**src/hw/pms_pkg.sv**
```systemverilog
package pms_pkg;
  // widths of the message port, the link side and the registers
  localparam int unsigned KIND_W    = 5;
  localparam int unsigned PARAM_W   = 8;
  localparam int unsigned SKIND_W   = 3;
  localparam int unsigned PAYLOAD_W = 32;
  localparam int unsigned CNT_W     = 4;
  localparam int unsigned PARAMS_W  = 64;
  localparam int unsigned PF_W      = 2;
  localparam int unsigned VF_W      = 6;
  localparam int unsigned APB_AW    = 8;
  localparam int unsigned IRQ_W     = 3;

  // receive timing counts
  localparam logic [CNT_W-1:0] MIN_ARRIVED_CYCLES = 4'h1;
  localparam logic [CNT_W-1:0] MAX_PARAM_BYTES    = 4'h8;

  // send message kind codes, 3'h4 to 3'h7 reserved
  localparam logic [SKIND_W-1:0] SK_LTR  = 3'h0;
  localparam logic [SKIND_W-1:0] SK_OBFF = 3'h1;
  localparam logic [SKIND_W-1:0] SK_SSPL = 3'h2;
  localparam logic [SKIND_W-1:0] SK_PME  = 3'h3;

  // defined payload bits of each kind
  localparam logic [PAYLOAD_W-1:0] MASK_LTR  = 32'h9fff_9fff;
  localparam logic [PAYLOAD_W-1:0] MASK_OBFF = 32'h0000_000f;
  localparam logic [PAYLOAD_W-1:0] MASK_SSPL = 32'h0000_03ff;
  localparam logic [PAYLOAD_W-1:0] MASK_PME  = 32'h0000_03f3;
  localparam int unsigned PME_PF_LSB = 0;
  localparam int unsigned PME_VF_LSB = 4;

  // register offsets
  localparam logic [APB_AW-1:0] OFS_CTRL    = 8'h00;
  localparam logic [APB_AW-1:0] OFS_DATA    = 8'h04;
  localparam logic [APB_AW-1:0] OFS_STATUS  = 8'h08;
  localparam logic [APB_AW-1:0] OFS_RX_INFO = 8'h0c;
  localparam logic [APB_AW-1:0] OFS_RX_DATA = 8'h10;
  localparam logic [APB_AW-1:0] OFS_IRQ_ST  = 8'h14;
  localparam logic [APB_AW-1:0] OFS_IRQ_CLR = 8'h18;
  localparam logic [APB_AW-1:0] OFS_IRQ_EN  = 8'h1c;

  // field positions
  localparam int unsigned CTRL_GO_BIT  = 0;
  localparam int unsigned CTRL_KIND_LSB = 4;
  localparam int unsigned ST_BUSY_BIT  = 0;
  localparam int unsigned RXI_CNT_LSB  = 8;
  localparam int unsigned IRQ_DONE_BIT = 0;
  localparam int unsigned IRQ_RX_BIT   = 1;
  localparam int unsigned IRQ_REF_BIT  = 2;

  // receive and send state machines
  typedef enum logic [0:0] {RX_IDLE = 1'b0, RX_SEND = 1'b1} pms_rx_st_t;
  typedef enum logic [1:0] {TX_IDLE = 2'b00, TX_LINK = 2'b01, TX_DONE = 2'b10} pms_tx_st_t;

  // kinds above the pme code are reserved
  function automatic logic pms_kind_reserved(input logic [SKIND_W-1:0] k);
    return k > SK_PME;
  endfunction

  // defined payload bits for a kind
  function automatic logic [PAYLOAD_W-1:0] pms_payload_mask(input logic [SKIND_W-1:0] k);
    logic [PAYLOAD_W-1:0] m;
    m = '0;
    if (k == SK_LTR) m = MASK_LTR;
    else if (k == SK_OBFF) m = MASK_OBFF;
    else if (k == SK_SSPL) m = MASK_SSPL;
    else if (k == SK_PME) m = MASK_PME;
    return m;
  endfunction
endpackage

```
**src/hw/pms_if.sv**
```systemverilog
`timescale 1ns/1ns
interface pms_if;
  import pms_pkg::*;
  // received message report
  logic                 msg_arrived;
  logic [KIND_W-1:0]    msg_kind;
  logic [PARAM_W-1:0]   msg_param;
  // send message handshake
  logic                 send_req;
  logic [SKIND_W-1:0]   send_kind;
  logic [PAYLOAD_W-1:0] send_payload;
  logic                 send_done;

  modport dev (
    output msg_arrived, msg_kind, msg_param, send_done,
    input  send_req, send_kind, send_payload
  );
  modport usr (
    input  msg_arrived, msg_kind, msg_param, send_done,
    output send_req, send_kind, send_payload
  );
endinterface

```
**src/hw/pms_param_ser.sv**
```systemverilog
`timescale 1ns/1ns
module pms_param_ser (
  // clock, reset, freeze
  input  wire logic                          pclk,
  input  wire logic                          presetn,
  input  wire logic                          clk_en,
  // control
  input  wire logic                          load,
  input  wire logic                          shift,
  input  wire logic                          clear,
  input  wire logic [pms_pkg::PARAMS_W-1:0] params,
  // byte out
  output logic      [pms_pkg::PARAM_W-1:0]  byte_q
);
  import pms_pkg::*;

  logic [PARAMS_W-1:0] sr_q;

  // byte stream, lowest byte first, zero when idle
  always_ff @(posedge pclk or negedge presetn) begin
    if (!presetn) begin
      sr_q <= '0;
    end else if (clk_en) begin
      if (load) begin
        sr_q <= params;
      end else if (clear) begin
        sr_q <= '0;
      end else if (shift) begin
        sr_q <= {{PARAM_W{1'b0}}, sr_q[PARAMS_W-1:PARAM_W]};
      end
    end
  end

  assign byte_q = sr_q[PARAM_W-1:0];
endmodule

```
**src/hw/pms_dev_end.sv**
```systemverilog
// Chosen here: the APB slave port and the register offsets.
`timescale 1ns/1ns
// What this block does
// - arrived flag high one or more cycles
// - parameters streamed bytewise while flag high
// - flag low one cycle between messages
// - flag only when receive port attribute set
// - five-bit kind code valid with flag
// - user holds request, kind, payload until complete
// - send kinds: ltr, obff, sspl, pme; rest reserved
// - ltr payload holds snoop and no-snoop latencies
// - obff code low nibble; sspl scale and value
// - pme payload selects pf and vf functions
// - one-cycle complete pulse per handled request
module pms_dev_end (
  // clock, reset, freeze
  input  wire logic                           pclk,
  input  wire logic                           presetn,
  input  wire logic                           clk_en,
  // configuration strap
  input  wire logic                           receive_message_port_enable_attr,
  // link receive side
  input  wire logic                           lnk_rx_valid,
  input  wire logic [pms_pkg::KIND_W-1:0]    lnk_rx_kind,
  input  wire logic [pms_pkg::CNT_W-1:0]     lnk_rx_nbytes,
  input  wire logic [pms_pkg::PARAMS_W-1:0]  lnk_rx_params,
  output logic                                lnk_rx_ready,
  // link transmit side
  output logic                                lnk_tx_valid,
  output logic      [pms_pkg::SKIND_W-1:0]   lnk_tx_kind,
  output logic      [pms_pkg::PAYLOAD_W-1:0] lnk_tx_payload,
  output logic      [pms_pkg::PF_W-1:0]      lnk_tx_pf_sel,
  output logic      [pms_pkg::VF_W-1:0]      lnk_tx_vf_sel,
  input  wire logic                           lnk_tx_ready,
  output logic                                tx_reserved_drop,
  // user side message port
  pms_if.dev                                  mp
);
  import pms_pkg::*;

  // pme function selects out of a payload
  function automatic logic [PF_W-1:0] pme_pf(input logic [PAYLOAD_W-1:0] p);
    return p[PME_PF_LSB +: PF_W];
  endfunction

  function automatic logic [VF_W-1:0] pme_vf(input logic [PAYLOAD_W-1:0] p);
    return p[PME_VF_LSB +: VF_W];
  endfunction

  // number of flag cycles for a byte count
  function automatic logic [CNT_W-1:0] flag_cycles(input logic [CNT_W-1:0] n);
    logic [CNT_W-1:0] c;
    c = n;
    if (n < MIN_ARRIVED_CYCLES) c = MIN_ARRIVED_CYCLES;
    else if (n > MAX_PARAM_BYTES) c = MAX_PARAM_BYTES;
    return c;
  endfunction

  logic                 cap_done_q;
  logic                 en_attr_q;
  pms_rx_st_t           rx_st_q;
  logic [CNT_W-1:0]     rx_cnt_q;
  logic                 arrived_q;
  logic [KIND_W-1:0]    kind_q;
  logic                 rx_take;
  logic                 rx_start;
  logic                 rx_last;
  pms_tx_st_t           tx_st_q;
  logic                 done_q;
  logic                 drop_q;
  logic                 tx_valid_q;
  logic [SKIND_W-1:0]   tx_kind_q;
  logic [PAYLOAD_W-1:0] tx_payload_q;
  logic [PF_W-1:0]      tx_pf_q;
  logic [VF_W-1:0]      tx_vf_q;
  logic                 tx_take;
  logic [PARAMS_W-1:0]  rx_params;

  // strap caught at the first enabled edge after reset release
  always_ff @(posedge pclk or negedge presetn) begin
    if (!presetn) begin
      cap_done_q <= 1'b0;
      en_attr_q  <= 1'b0;
    end else if (clk_en && !cap_done_q) begin
      cap_done_q <= 1'b1;
      en_attr_q  <= receive_message_port_enable_attr;
    end
  end

  // link message taken only from idle; idle itself is the gap
  assign lnk_rx_ready = clk_en && cap_done_q && (rx_st_q == RX_IDLE);
  assign rx_take      = lnk_rx_ready && lnk_rx_valid;
  // discarded without report while the port is disabled
  assign rx_start     = rx_take && en_attr_q;
  assign rx_last      = (rx_st_q == RX_SEND) && (rx_cnt_q == MIN_ARRIVED_CYCLES);

  // receive state and cycle count
  always_ff @(posedge pclk or negedge presetn) begin
    if (!presetn) begin
      rx_st_q  <= RX_IDLE;
      rx_cnt_q <= '0;
    end else if (clk_en) begin
      case (rx_st_q)
        RX_IDLE: begin
          if (rx_start) begin
            rx_st_q  <= RX_SEND;
            rx_cnt_q <= flag_cycles(lnk_rx_nbytes);
          end
        end
        RX_SEND: begin
          if (rx_last) begin
            rx_st_q <= RX_IDLE;
          end else begin
            rx_cnt_q <= rx_cnt_q - MIN_ARRIVED_CYCLES;
          end
        end
        default: begin
          rx_st_q <= RX_IDLE;
        end
      endcase
    end
  end

  // arrived flag and kind, both cleared at the end of a message
  always_ff @(posedge pclk or negedge presetn) begin
    if (!presetn) begin
      arrived_q <= 1'b0;
      kind_q    <= '0;
    end else if (clk_en) begin
      if (rx_start) begin
        arrived_q <= 1'b1;
        kind_q    <= lnk_rx_kind;
      end else if (rx_last) begin
        arrived_q <= 1'b0;
        kind_q    <= '0;
      end
    end
  end

  // a message without parameters shows zero bytes
  assign rx_params = (lnk_rx_nbytes == '0) ? '0 : lnk_rx_params;

  // parameter bytes, one per flag cycle
  pms_param_ser pms_param_ser_inst (
    .pclk    (pclk),
    .presetn (presetn),
    .clk_en  (clk_en),
    .load    (rx_start),
    .shift   ((rx_st_q == RX_SEND) && !rx_last),
    .clear   (rx_last),
    .params  (rx_params),
    .byte_q  (mp.msg_param)
  );

  assign mp.msg_arrived = arrived_q;
  assign mp.msg_kind    = kind_q;

  // request taken once; the user holds it until done
  assign tx_take = (tx_st_q == TX_IDLE) && mp.send_req;

  // send state machine
  always_ff @(posedge pclk or negedge presetn) begin
    if (!presetn) begin
      tx_st_q <= TX_IDLE;
    end else if (clk_en) begin
      case (tx_st_q)
        TX_IDLE: begin
          if (tx_take && pms_kind_reserved(mp.send_kind)) begin
            tx_st_q <= TX_DONE;
          end else if (tx_take) begin
            tx_st_q <= TX_LINK;
          end
        end
        TX_LINK: begin
          if (lnk_tx_ready) begin
            tx_st_q <= TX_DONE;
          end
        end
        TX_DONE: begin
          tx_st_q <= TX_IDLE;
        end
        default: begin
          tx_st_q <= TX_IDLE;
        end
      endcase
    end
  end

  // message to the link, held until the link takes it
  always_ff @(posedge pclk or negedge presetn) begin
    if (!presetn) begin
      tx_valid_q   <= 1'b0;
      tx_kind_q    <= '0;
      tx_payload_q <= '0;
      tx_pf_q      <= '0;
      tx_vf_q      <= '0;
    end else if (clk_en) begin
      if (tx_take && !pms_kind_reserved(mp.send_kind)) begin
        tx_valid_q   <= 1'b1;
        tx_kind_q    <= mp.send_kind;
        tx_payload_q <= mp.send_payload;
        if (mp.send_kind == SK_PME) begin
          tx_pf_q <= pme_pf(mp.send_payload);
          tx_vf_q <= pme_vf(mp.send_payload);
        end else begin
          tx_pf_q <= '0;
          tx_vf_q <= '0;
        end
      end else if ((tx_st_q == TX_LINK) && lnk_tx_ready) begin
        tx_valid_q <= 1'b0;
      end
    end
  end

  // one-cycle done after the link took it, or after a drop
  always_ff @(posedge pclk or negedge presetn) begin
    if (!presetn) begin
      done_q <= 1'b0;
      drop_q <= 1'b0;
    end else if (clk_en) begin
      done_q <= ((tx_st_q == TX_LINK) && lnk_tx_ready) ||
                (tx_take && pms_kind_reserved(mp.send_kind));
      drop_q <= tx_take && pms_kind_reserved(mp.send_kind);
    end
  end

  assign mp.send_done     = done_q;
  assign tx_reserved_drop = drop_q;
  assign lnk_tx_valid     = tx_valid_q;
  assign lnk_tx_kind      = tx_kind_q;
  assign lnk_tx_payload   = tx_payload_q;
  assign lnk_tx_pf_sel    = tx_pf_q;
  assign lnk_tx_vf_sel    = tx_vf_q;
endmodule

```
**src/flat_wrapper.sv**
```systemverilog
// flat-port wrapper written by rule: the top's interface ports become plain ports
module pms_dev_end_flat import pms_pkg::*;
  (pclk, presetn, clk_en, receive_message_port_enable_attr, lnk_rx_valid, lnk_rx_kind, lnk_rx_nbytes, lnk_rx_params, lnk_rx_ready, lnk_tx_valid, lnk_tx_kind, lnk_tx_payload, lnk_tx_pf_sel, lnk_tx_vf_sel, lnk_tx_ready, tx_reserved_drop, mp_msg_arrived, mp_msg_kind, mp_msg_param, mp_send_done, mp_send_req, mp_send_kind, mp_send_payload);
  pms_if mp_i ();
  input  wire logic pclk;
  input  wire logic presetn;
  input  wire logic clk_en;
  input  wire logic receive_message_port_enable_attr;
  input  wire logic lnk_rx_valid;
  input  wire logic [pms_pkg::KIND_W-1:0] lnk_rx_kind;
  input  wire logic [pms_pkg::CNT_W-1:0] lnk_rx_nbytes;
  input  wire logic [pms_pkg::PARAMS_W-1:0] lnk_rx_params;
  output logic lnk_rx_ready;
  output logic lnk_tx_valid;
  output logic      [pms_pkg::SKIND_W-1:0] lnk_tx_kind;
  output logic      [pms_pkg::PAYLOAD_W-1:0] lnk_tx_payload;
  output logic      [pms_pkg::PF_W-1:0] lnk_tx_pf_sel;
  output logic      [pms_pkg::VF_W-1:0] lnk_tx_vf_sel;
  input  wire logic lnk_tx_ready;
  output logic tx_reserved_drop;
  output wire logic [$bits(mp_i.msg_arrived)-1:0] mp_msg_arrived;
  output wire logic [$bits(mp_i.msg_kind)-1:0] mp_msg_kind;
  output wire logic [$bits(mp_i.msg_param)-1:0] mp_msg_param;
  output wire logic [$bits(mp_i.send_done)-1:0] mp_send_done;
  input wire logic [$bits(mp_i.send_req)-1:0] mp_send_req;
  input wire logic [$bits(mp_i.send_kind)-1:0] mp_send_kind;
  input wire logic [$bits(mp_i.send_payload)-1:0] mp_send_payload;
  assign mp_msg_arrived = mp_i.msg_arrived;
  assign mp_msg_kind = mp_i.msg_kind;
  assign mp_msg_param = mp_i.msg_param;
  assign mp_send_done = mp_i.send_done;
  assign mp_i.send_req = mp_send_req;
  assign mp_i.send_kind = mp_send_kind;
  assign mp_i.send_payload = mp_send_payload;
  pms_dev_end u_core (.pclk(pclk), .presetn(presetn), .clk_en(clk_en), .receive_message_port_enable_attr(receive_message_port_enable_attr), .lnk_rx_valid(lnk_rx_valid), .lnk_rx_kind(lnk_rx_kind), .lnk_rx_nbytes(lnk_rx_nbytes), .lnk_rx_params(lnk_rx_params), .lnk_rx_ready(lnk_rx_ready), .lnk_tx_valid(lnk_tx_valid), .lnk_tx_kind(lnk_tx_kind), .lnk_tx_payload(lnk_tx_payload), .lnk_tx_pf_sel(lnk_tx_pf_sel), .lnk_tx_vf_sel(lnk_tx_vf_sel), .lnk_tx_ready(lnk_tx_ready), .tx_reserved_drop(tx_reserved_drop), .mp(mp_i));
endmodule
```
**config.mk**
```make
export PLATFORM = sky130hd
export DESIGN_NAME = pms_dev_end_flat
export DESIGN_NICKNAME = d
export VERILOG_FILES = /design/src/hw/pms_pkg.sv /design/src/hw/pms_if.sv /design/src/hw/pms_param_ser.sv /design/src/hw/pms_dev_end.sv /design/src/flat_wrapper.sv
export SDC_FILE = /design/constraint.sdc
export NUM_CORES = 1
export LEC_CHECK = 0
export BUFFER_PORTS_ARGS = -buffer_cell sky130_fd_sc_hd__buf_2
export CAP_MARGIN = 20
export CORE_MARGIN = 2
export CORE_UTILIZATION = 50
export DETAILED_ROUTE_END_ITERATION = 7
export GPL_TIMING_DRIVEN = 0
export PLACE_DENSITY = 0.8
export SLEW_MARGIN = 10
export SYNTH_ARGS = -nofsm -noshare
export SYNTH_HDL_FRONTEND = slang
export SYNTH_HIERARCHICAL = 1
export SYNTH_SLANG_ARGS = --single-unit
```
**constraint.sdc**
```tcl
create_clock -name pclk -period 3.8 [get_ports pclk]
set_input_delay 0.38 -clock pclk [delete_from_list [all_inputs] [get_ports pclk]]
set_output_delay 0.38 -clock pclk [all_outputs]
set_load 0.01 [all_outputs]
```
# == Word-level counts from Yosys, hierarchy flattened ==
# Cells that the tools add are included.
# Widths: inputs -> output; s select.
# classes
addsub,1
n_lt_le_gt_ge,3
n_eq_ne,7
n_mux,24
bitwise,1
reduce_logical,26
# ops
cell,n
$mux 64,4
$mux 4,4
$logic_and 1x1->1,11
$mux 5,2
$mux 2,4
$pmux 4 s2,1
$reduce_and 2->1,4
$mux 1,6
$mux 6,1
$ne 2x2->1 const B,3
$reduce_and 3->1,2
$eq 4x1->1 const B,1
$gt 4x4->1 const B,1
$logic_not 4->1,1
$lt 4x1->1 const B,1
$pmux 2 s2,1
$reduce_bool 2->1,2
$sub 4x1->4 const B,1
$eq 3x2->1 const B,1
$gt 3x2->1 const B,1
$logic_not 1->1,3
$ne 3x2->1 const B,1
$reduce_bool 3->1,1
$eq 2x1->1 const B,1
other kinds (4),4
# word_totals
register_bits,125
input_bits,115
out_inout_bits,61

# == Logic depth before layout (Yosys ltp) ==
# logic_depth
word_depth,7
depth_mapped,9
ltp_nobuf,7

# == By module ==
# Netlist, hierarchy kept.
# modules_own_cells
mod,instances,cells_per_inst,area_each_um2,seq_area_each_um2
pms_dev_end,1,266,3085.5,1526.5
pms_param_ser,1,293,2841.5,1601.5

# == Worst setup path before layout ==
# OpenSTA, ideal clock, no wires.
# synth_path
path_kind,register to register
startpoint,register u_core.rx_cnt_q[0]
endpoint,register u_core.pms_param_ser_inst.sr_q[20]
setup_ps,123
arrival_ps,1701
required_time_ps,3677
setup_slack_ps,1976
stages_incl_launch_ff,8
path_buffers,2
path_cell_list,dfrtp_1 -> ha_1 -> nor3b_2 -> and2_1 -> o31ai_2 -> buf_4 -> buf_2 -> o21ai_1
# synth_between
elab_chain_len,6
# synth_lines
element,line,text
"start, declared",pms_dev_end.sv:62,logic [CNT_W-1:0] rx_cnt_q;
"start signal, assigned",pms_dev_end.sv:107,rx_cnt_q <= flag_cycles(lnk_rx_nbytes);
"start signal, assigned",pms_dev_end.sv:114,rx_cnt_q <= rx_cnt_q - MIN_ARRIVED_CYCLES;
$eq 4x1->1 (*),pms_dev_end.sv:95,assign rx_last = (rx_st_q == RX_SEND) && (rx_cnt_q == MIN_ARRIVED_CYCLES);
$logic_and 1x1->1 (*),pms_dev_end.sv:95,
net u_core.rx_last,pms_dev_end.sv:67,logic rx_last;
$logic_not 1->1,pms_dev_end.sv:149,".shift ((rx_st_q == RX_SEND) && !rx_last),"
$logic_and 1x1->1,pms_dev_end.sv:149,
$reduce_bool 3->1 (no line),-,
$reduce_and 2->1 (no line),-,
"end signal, assigned",pms_param_ser.sv:25,sr_q <= params;
"end signal, assigned",pms_param_ser.sv:29,"sr_q <= {{PARAM_W{1'b0}}, sr_q[PARAMS_W-1:PARAM_W]};"
"end, declared",pms_param_ser.sv:17,logic [PARAMS_W-1:0] sr_q;
# Mark *: on every way through the listed nets, which the timed path passes. The rest lies on a longest branch.
# A chain may end at the register's enable or synchronous reset.

# == Worst setup path after layout ==
# layout_path
startpoint,register u_core.rx_cnt_q[1]
endpoint,register u_core.pms_param_ser_inst.sr_q[7]
# The elaborated chain is that of the path after synthesis.

==> results.txt <==
----------------------------------------------------
[Run status]
  Result of the run ... finished, violations left
  Failing checks ... DRC

[Worst setup path]
  Critical Path Sink Type ... flip-flop
  FF-to-FF path depth ... 8
  Top fanout value on the critical path ... 10
  R2r endpoint ... u_core/pms_param_ser_inst/sr_q[7]$_DFFE_PN0P_
  FF-to-FF Start ... u_core/rx_cnt_q[1]$_DFFE_PN0P_
  Reg2reg setup slack ... 1.58 ns
  Arrival time worst endpoint ... 2.54 ns
  Kind of critical path ... reg2reg
  Critical path data required time ... 4.11 ns
  Setup crit start kind ... flip-flop

[Clock network]
  Number of clock sinks seen by CTS ... 125
  CTS resizes ... 0
  Clock transition time at the flip-flop clock pins of the worst setup and hold paths ... 0.05 ns
  Maximum root-to-sink buffer count ... 2
  Clock Latency Late Sink ... 0.41 ns
  Root buffer cell ... sky130_fd_sc_hd__clkbuf_16
  TritonCTS Buffers ... 17
  Maximum level of the CTS H-tree ... 4
  Clock tree from TritonCTS ... yes

[Route]
  Detailed-route wire length ... 14,480 um
  Vias per inst ... 5.315
  Top routing layer in use ... met4
  Residual antenna-violating net count after detailed routing ... 0
  Met2 wire len ... 7259 um
  DR vias ... 4,821
  DRT met1 WL ... 5936 um
  Wirelength per Cell ... 15.96 um
  Number of DRC violations after detailed routing ... 8
  Met3 wire len ... 1088 um
  Pre-Repair DR Iteration Count ... 7
  DR iter-0 viols ... 313

[Timing]
  Clock period minus worst slack ... 2.223 ns
  Final count of pins violating max slew ... 0
  Tightest slew margin relative to the limit ... 0.4732
  Setup total negative slack ... 0 ns
  Unrepaired setup endpoints after global routing ... no
  Maximum clock frequency ... 0.4499 GHz
  Final setup violation count ... 0
  Slew at the pin with the worst max-slew slack ... 0.7843 ns
  Final hold violation count ... 0
  Setup Skew ... 0.006750 ns
  Part of the cycle the worst path needs ... 0.5849

[Flow run]
  Max Cap Viol ... 0

[GRT]
  Number of global-route vias before repair ... 4,985
  Overflow left after global routing ... 0
  Initial antenna violation count ... 0
  First-pass GRT wire length ... 23,690 um
  Total global routing track utilization ... 0.2332
  Largest net degree at the start of global routing ... 67

[Layout]
  NumNets Final ... 870
  Number of standard cells in the layout, taps in and fillers out ... 907
  Diodes inserted ... 0
  Footprint of the multi-input gates ... 2479 um^2
  Sequential cell area ... 3128 um^2
  Share of final-layout standard cells stronger than drive strength 1 ... 0.3717
  Commonest non-fill, non-tap cells in the layout ... sky130_fd_sc_hd__buf_2 (191), sky130_fd_sc_hd__dfrtp_1 (125), sky130_fd_sc_hd__nand2_1 (90)
  Synth-to-Final Area Change ... 28.10%
  FILL cells ... 904
  Commonest non-fill, non-tap cell in the layout ... sky130_fd_sc_hd__buf_2

[Placement]
  Placed Cells incl. Taps ... 876
  Detail Placement HPWL ... 10,410 um
  Final weighted congestion in routability-driven placement ... 0.7919
  IO buf count ... 173

[Floorplan]
  Horizontal die dimension ... 112.9 um
  Die area ... 12,740 um^2
  Initial Utilization ... 0.5147
  Area of the core ... 11,520 um^2
  Total I/O pin count ... 176
  Standard-cell rows ... 39
  Die Span Y ... 112.9 um

[Power and ir drop]
  Clock share of power ... 0.296
  Leakage component of the power ... 0.003795 uW
  Design Power ... 5312 uW
  Maximum resistive drop on vdd ... 0.3432 mV
  Part of the power in combinational logic ... 0.305
  Net switching power figure ... 1669 uW
  Internal power ... 3643 uW
  Sw Ratio ... 0.3142
  Part of the total power dissipated in sequential elements ... 0.399
  Power density over the cells ... 699.7 nW/um^2

[Yosys]
  Post-Synthesis Mean Instance Area ... 10.60 um^2
  Count of warnings emitted by yosys ... 6
  Syn Inst Count ... 559
  Post-synth ARST share ... 1.000
  Number of distinct library cell variants in the gate-level netlist after synthesis ... 36
  Total of flip-flops plus latches after synthesis ... 125
  Summed instance area of the synthesized netlist ... 5927 um^2
  Number of enable-type register cells in the synthesized netlist ... 0
  Primary FF master, synth ... sky130_fd_sc_hd__dfrtp_1
  Sequential-to-total area share from yosys stat ... 0.5278
  Syn_nets ... 676

[Hold path]
  WHS Endpoint ... u_core/lnk_tx_payload[17]$_DFFE_PN0P_
  Critical hold path startpoint ... mp_send_payload[17]
  Number of instances on the worst hold path ... 2
  Type of the worst min-delay path ... in2reg

----------------------------------------------------
-- synth_stat cells, drive strengths merged, types with 4 or more instances --
cell type	instances	share of area
o21ai	72	0.063
a22o	6	0.0089
and2	4	0.0042
nand2	90	0.057
dfrtp	125	0.53
inv	5	0.0032
nor2b	68	0.072
nand3	19	0.016
buf	41	0.045
nor2	5	0.0044
a21oi	6	0.0051
a22oi	55	0.070
clkbuf	9	0.0057
mux2	35	0.086
-- through the flow --
stage / utilization / hold WS, ns / worst slack, ns / cell area, um^2
floorplan: - / 0.08441 / 1.976 / 5927
global placement: 0.6054 / 0.4456 / 0.8914 / 6972
detailed placement: 0.6083 / 0.3881 / 1.609 / 7005
CTS: 0.6593 / 0.1914 / 1.579 / 7592
global route: 0.6593 / 0.1867 / 1.413 / 7592
finish: 0.6593 / 0.2032 / 1.577 / 7592
-- worst max path at each step --
| stage | from | to | slack [ns] | cells past startpoint |
|---|---|---|---|---|
| finish | u_core/rx_cnt_q[1]$_DFFE_PN0P_ | u_core/pms_param_ser_inst/sr_q[7]$_DFFE_PN0P_ | 1.58 | 8 |
| global route | u_core/rx_cnt_q[1]$_DFFE_PN0P_ | u_core/pms_param_ser_inst/sr_q[7]$_DFFE_PN0P_ | 1.41 | 8 |
| CTS | u_core/rx_cnt_q[1]$_DFFE_PN0P_ | u_core/pms_param_ser_inst/sr_q[7]$_DFFE_PN0P_ | 1.58 | 8 |
| detailed placement | u_core/rx_cnt_q[1]$_DFFE_PN0P_ | u_core/pms_param_ser_inst/sr_q[7]$_DFFE_PN0P_ | 1.61 | 8 |
| global placement | presetn | u_core/lnk_tx_payload[2]$_DFFE_PN0P_ | 0.89 | 1 |
| floorplan | u_core/rx_cnt_q[0]$_DFFE_PN0P_ | u_core/pms_param_ser_inst/sr_q[20]$_DFFE_PN0P_ | 1.98 | 7 |
-- layout make-up --
type,count,area share
clock inverter,6,0.01121
sequential,125,0.4120
clock buffer,24,0.06477
buffer,50,0.03972
timing repair buffer,175,0.1198
multi-input combinational,379,0.3265
inverter,5,0.002472
tap,143,0.02357
-- state kept, by name, indices dropped and copies added, names as in the netlist, 2 cells and up --
name	cells
u_core/lnk_tx_vf_sel	6
u_core/lnk_tx_kind	3
u_core/rx_cnt_q	4
u_core/lnk_tx_payload	32
u_core/pms_param_ser_inst/sr_q	64
u_core/mp.msg_kind	5
u_core/tx_st_q	2
u_core/lnk_tx_pf_sel	2
-- power groups by stage --
stage | combinational [uW] | sequential [uW] | clock [uW]
2_1_floorplan | 1000 | 2150 | 0
3_3_place_gp | 1560 | 2090 | 0
3_5_place_dp | 1620 | 2120 | 0
4_1_cts | 1630 | 2120 | 1590
5_1_grt | 1790 | 2170 | 1660
6_report | 1620 | 2120 | 1570
-- worst max-delay path, cell delays in order, from the launching register on --
cell and delay (ns):
sky130_fd_sc_hd__dfrtp_1 0.38, sky130_fd_sc_hd__inv_1 0.08, sky130_fd_sc_hd__ha_1 0.18, sky130_fd_sc_hd__nor3b_2 0.17
sky130_fd_sc_hd__and2_1 0.27, sky130_fd_sc_hd__nor2_4 0.31, sky130_fd_sc_hd__clkbuf_1 0.38, sky130_fd_sc_hd__a22oi_1 0.15
sky130_fd_sc_hd__o21ai_0 0.19
-- cells by family (layout without fill, tap and decap cells) --
| family | count (synthesis) | after routing | share of synthesized area |
|---|---|---|---|
| simple gates | 197 | 197 | 0.1718 |
| compound gates | 145 | 145 | 0.1560 |
| flops | 125 | 125 | 0.5278 |
| buf+inv | 55 | 260 | 0.05404 |
| mux | 35 | 35 | 0.08613 |
| fa+ha+maj | 2 | 2 | 0.004221 |
-- metal layers --
metal  global-route usage  vias to the layer above
met5                    0                        -
met4              0.07724                        0
met3              0.07231                       16
met2               0.3940                      166
met1               0.2870                     2328
li1                     -                     2311
-- what timing repair did --
action                                 in CTS  in global routing
endpoints found under the hold margin      59                  0
hold buffers                                1                  0
setup buffers                               0                  0
Power figures use the tool's default switching activity.
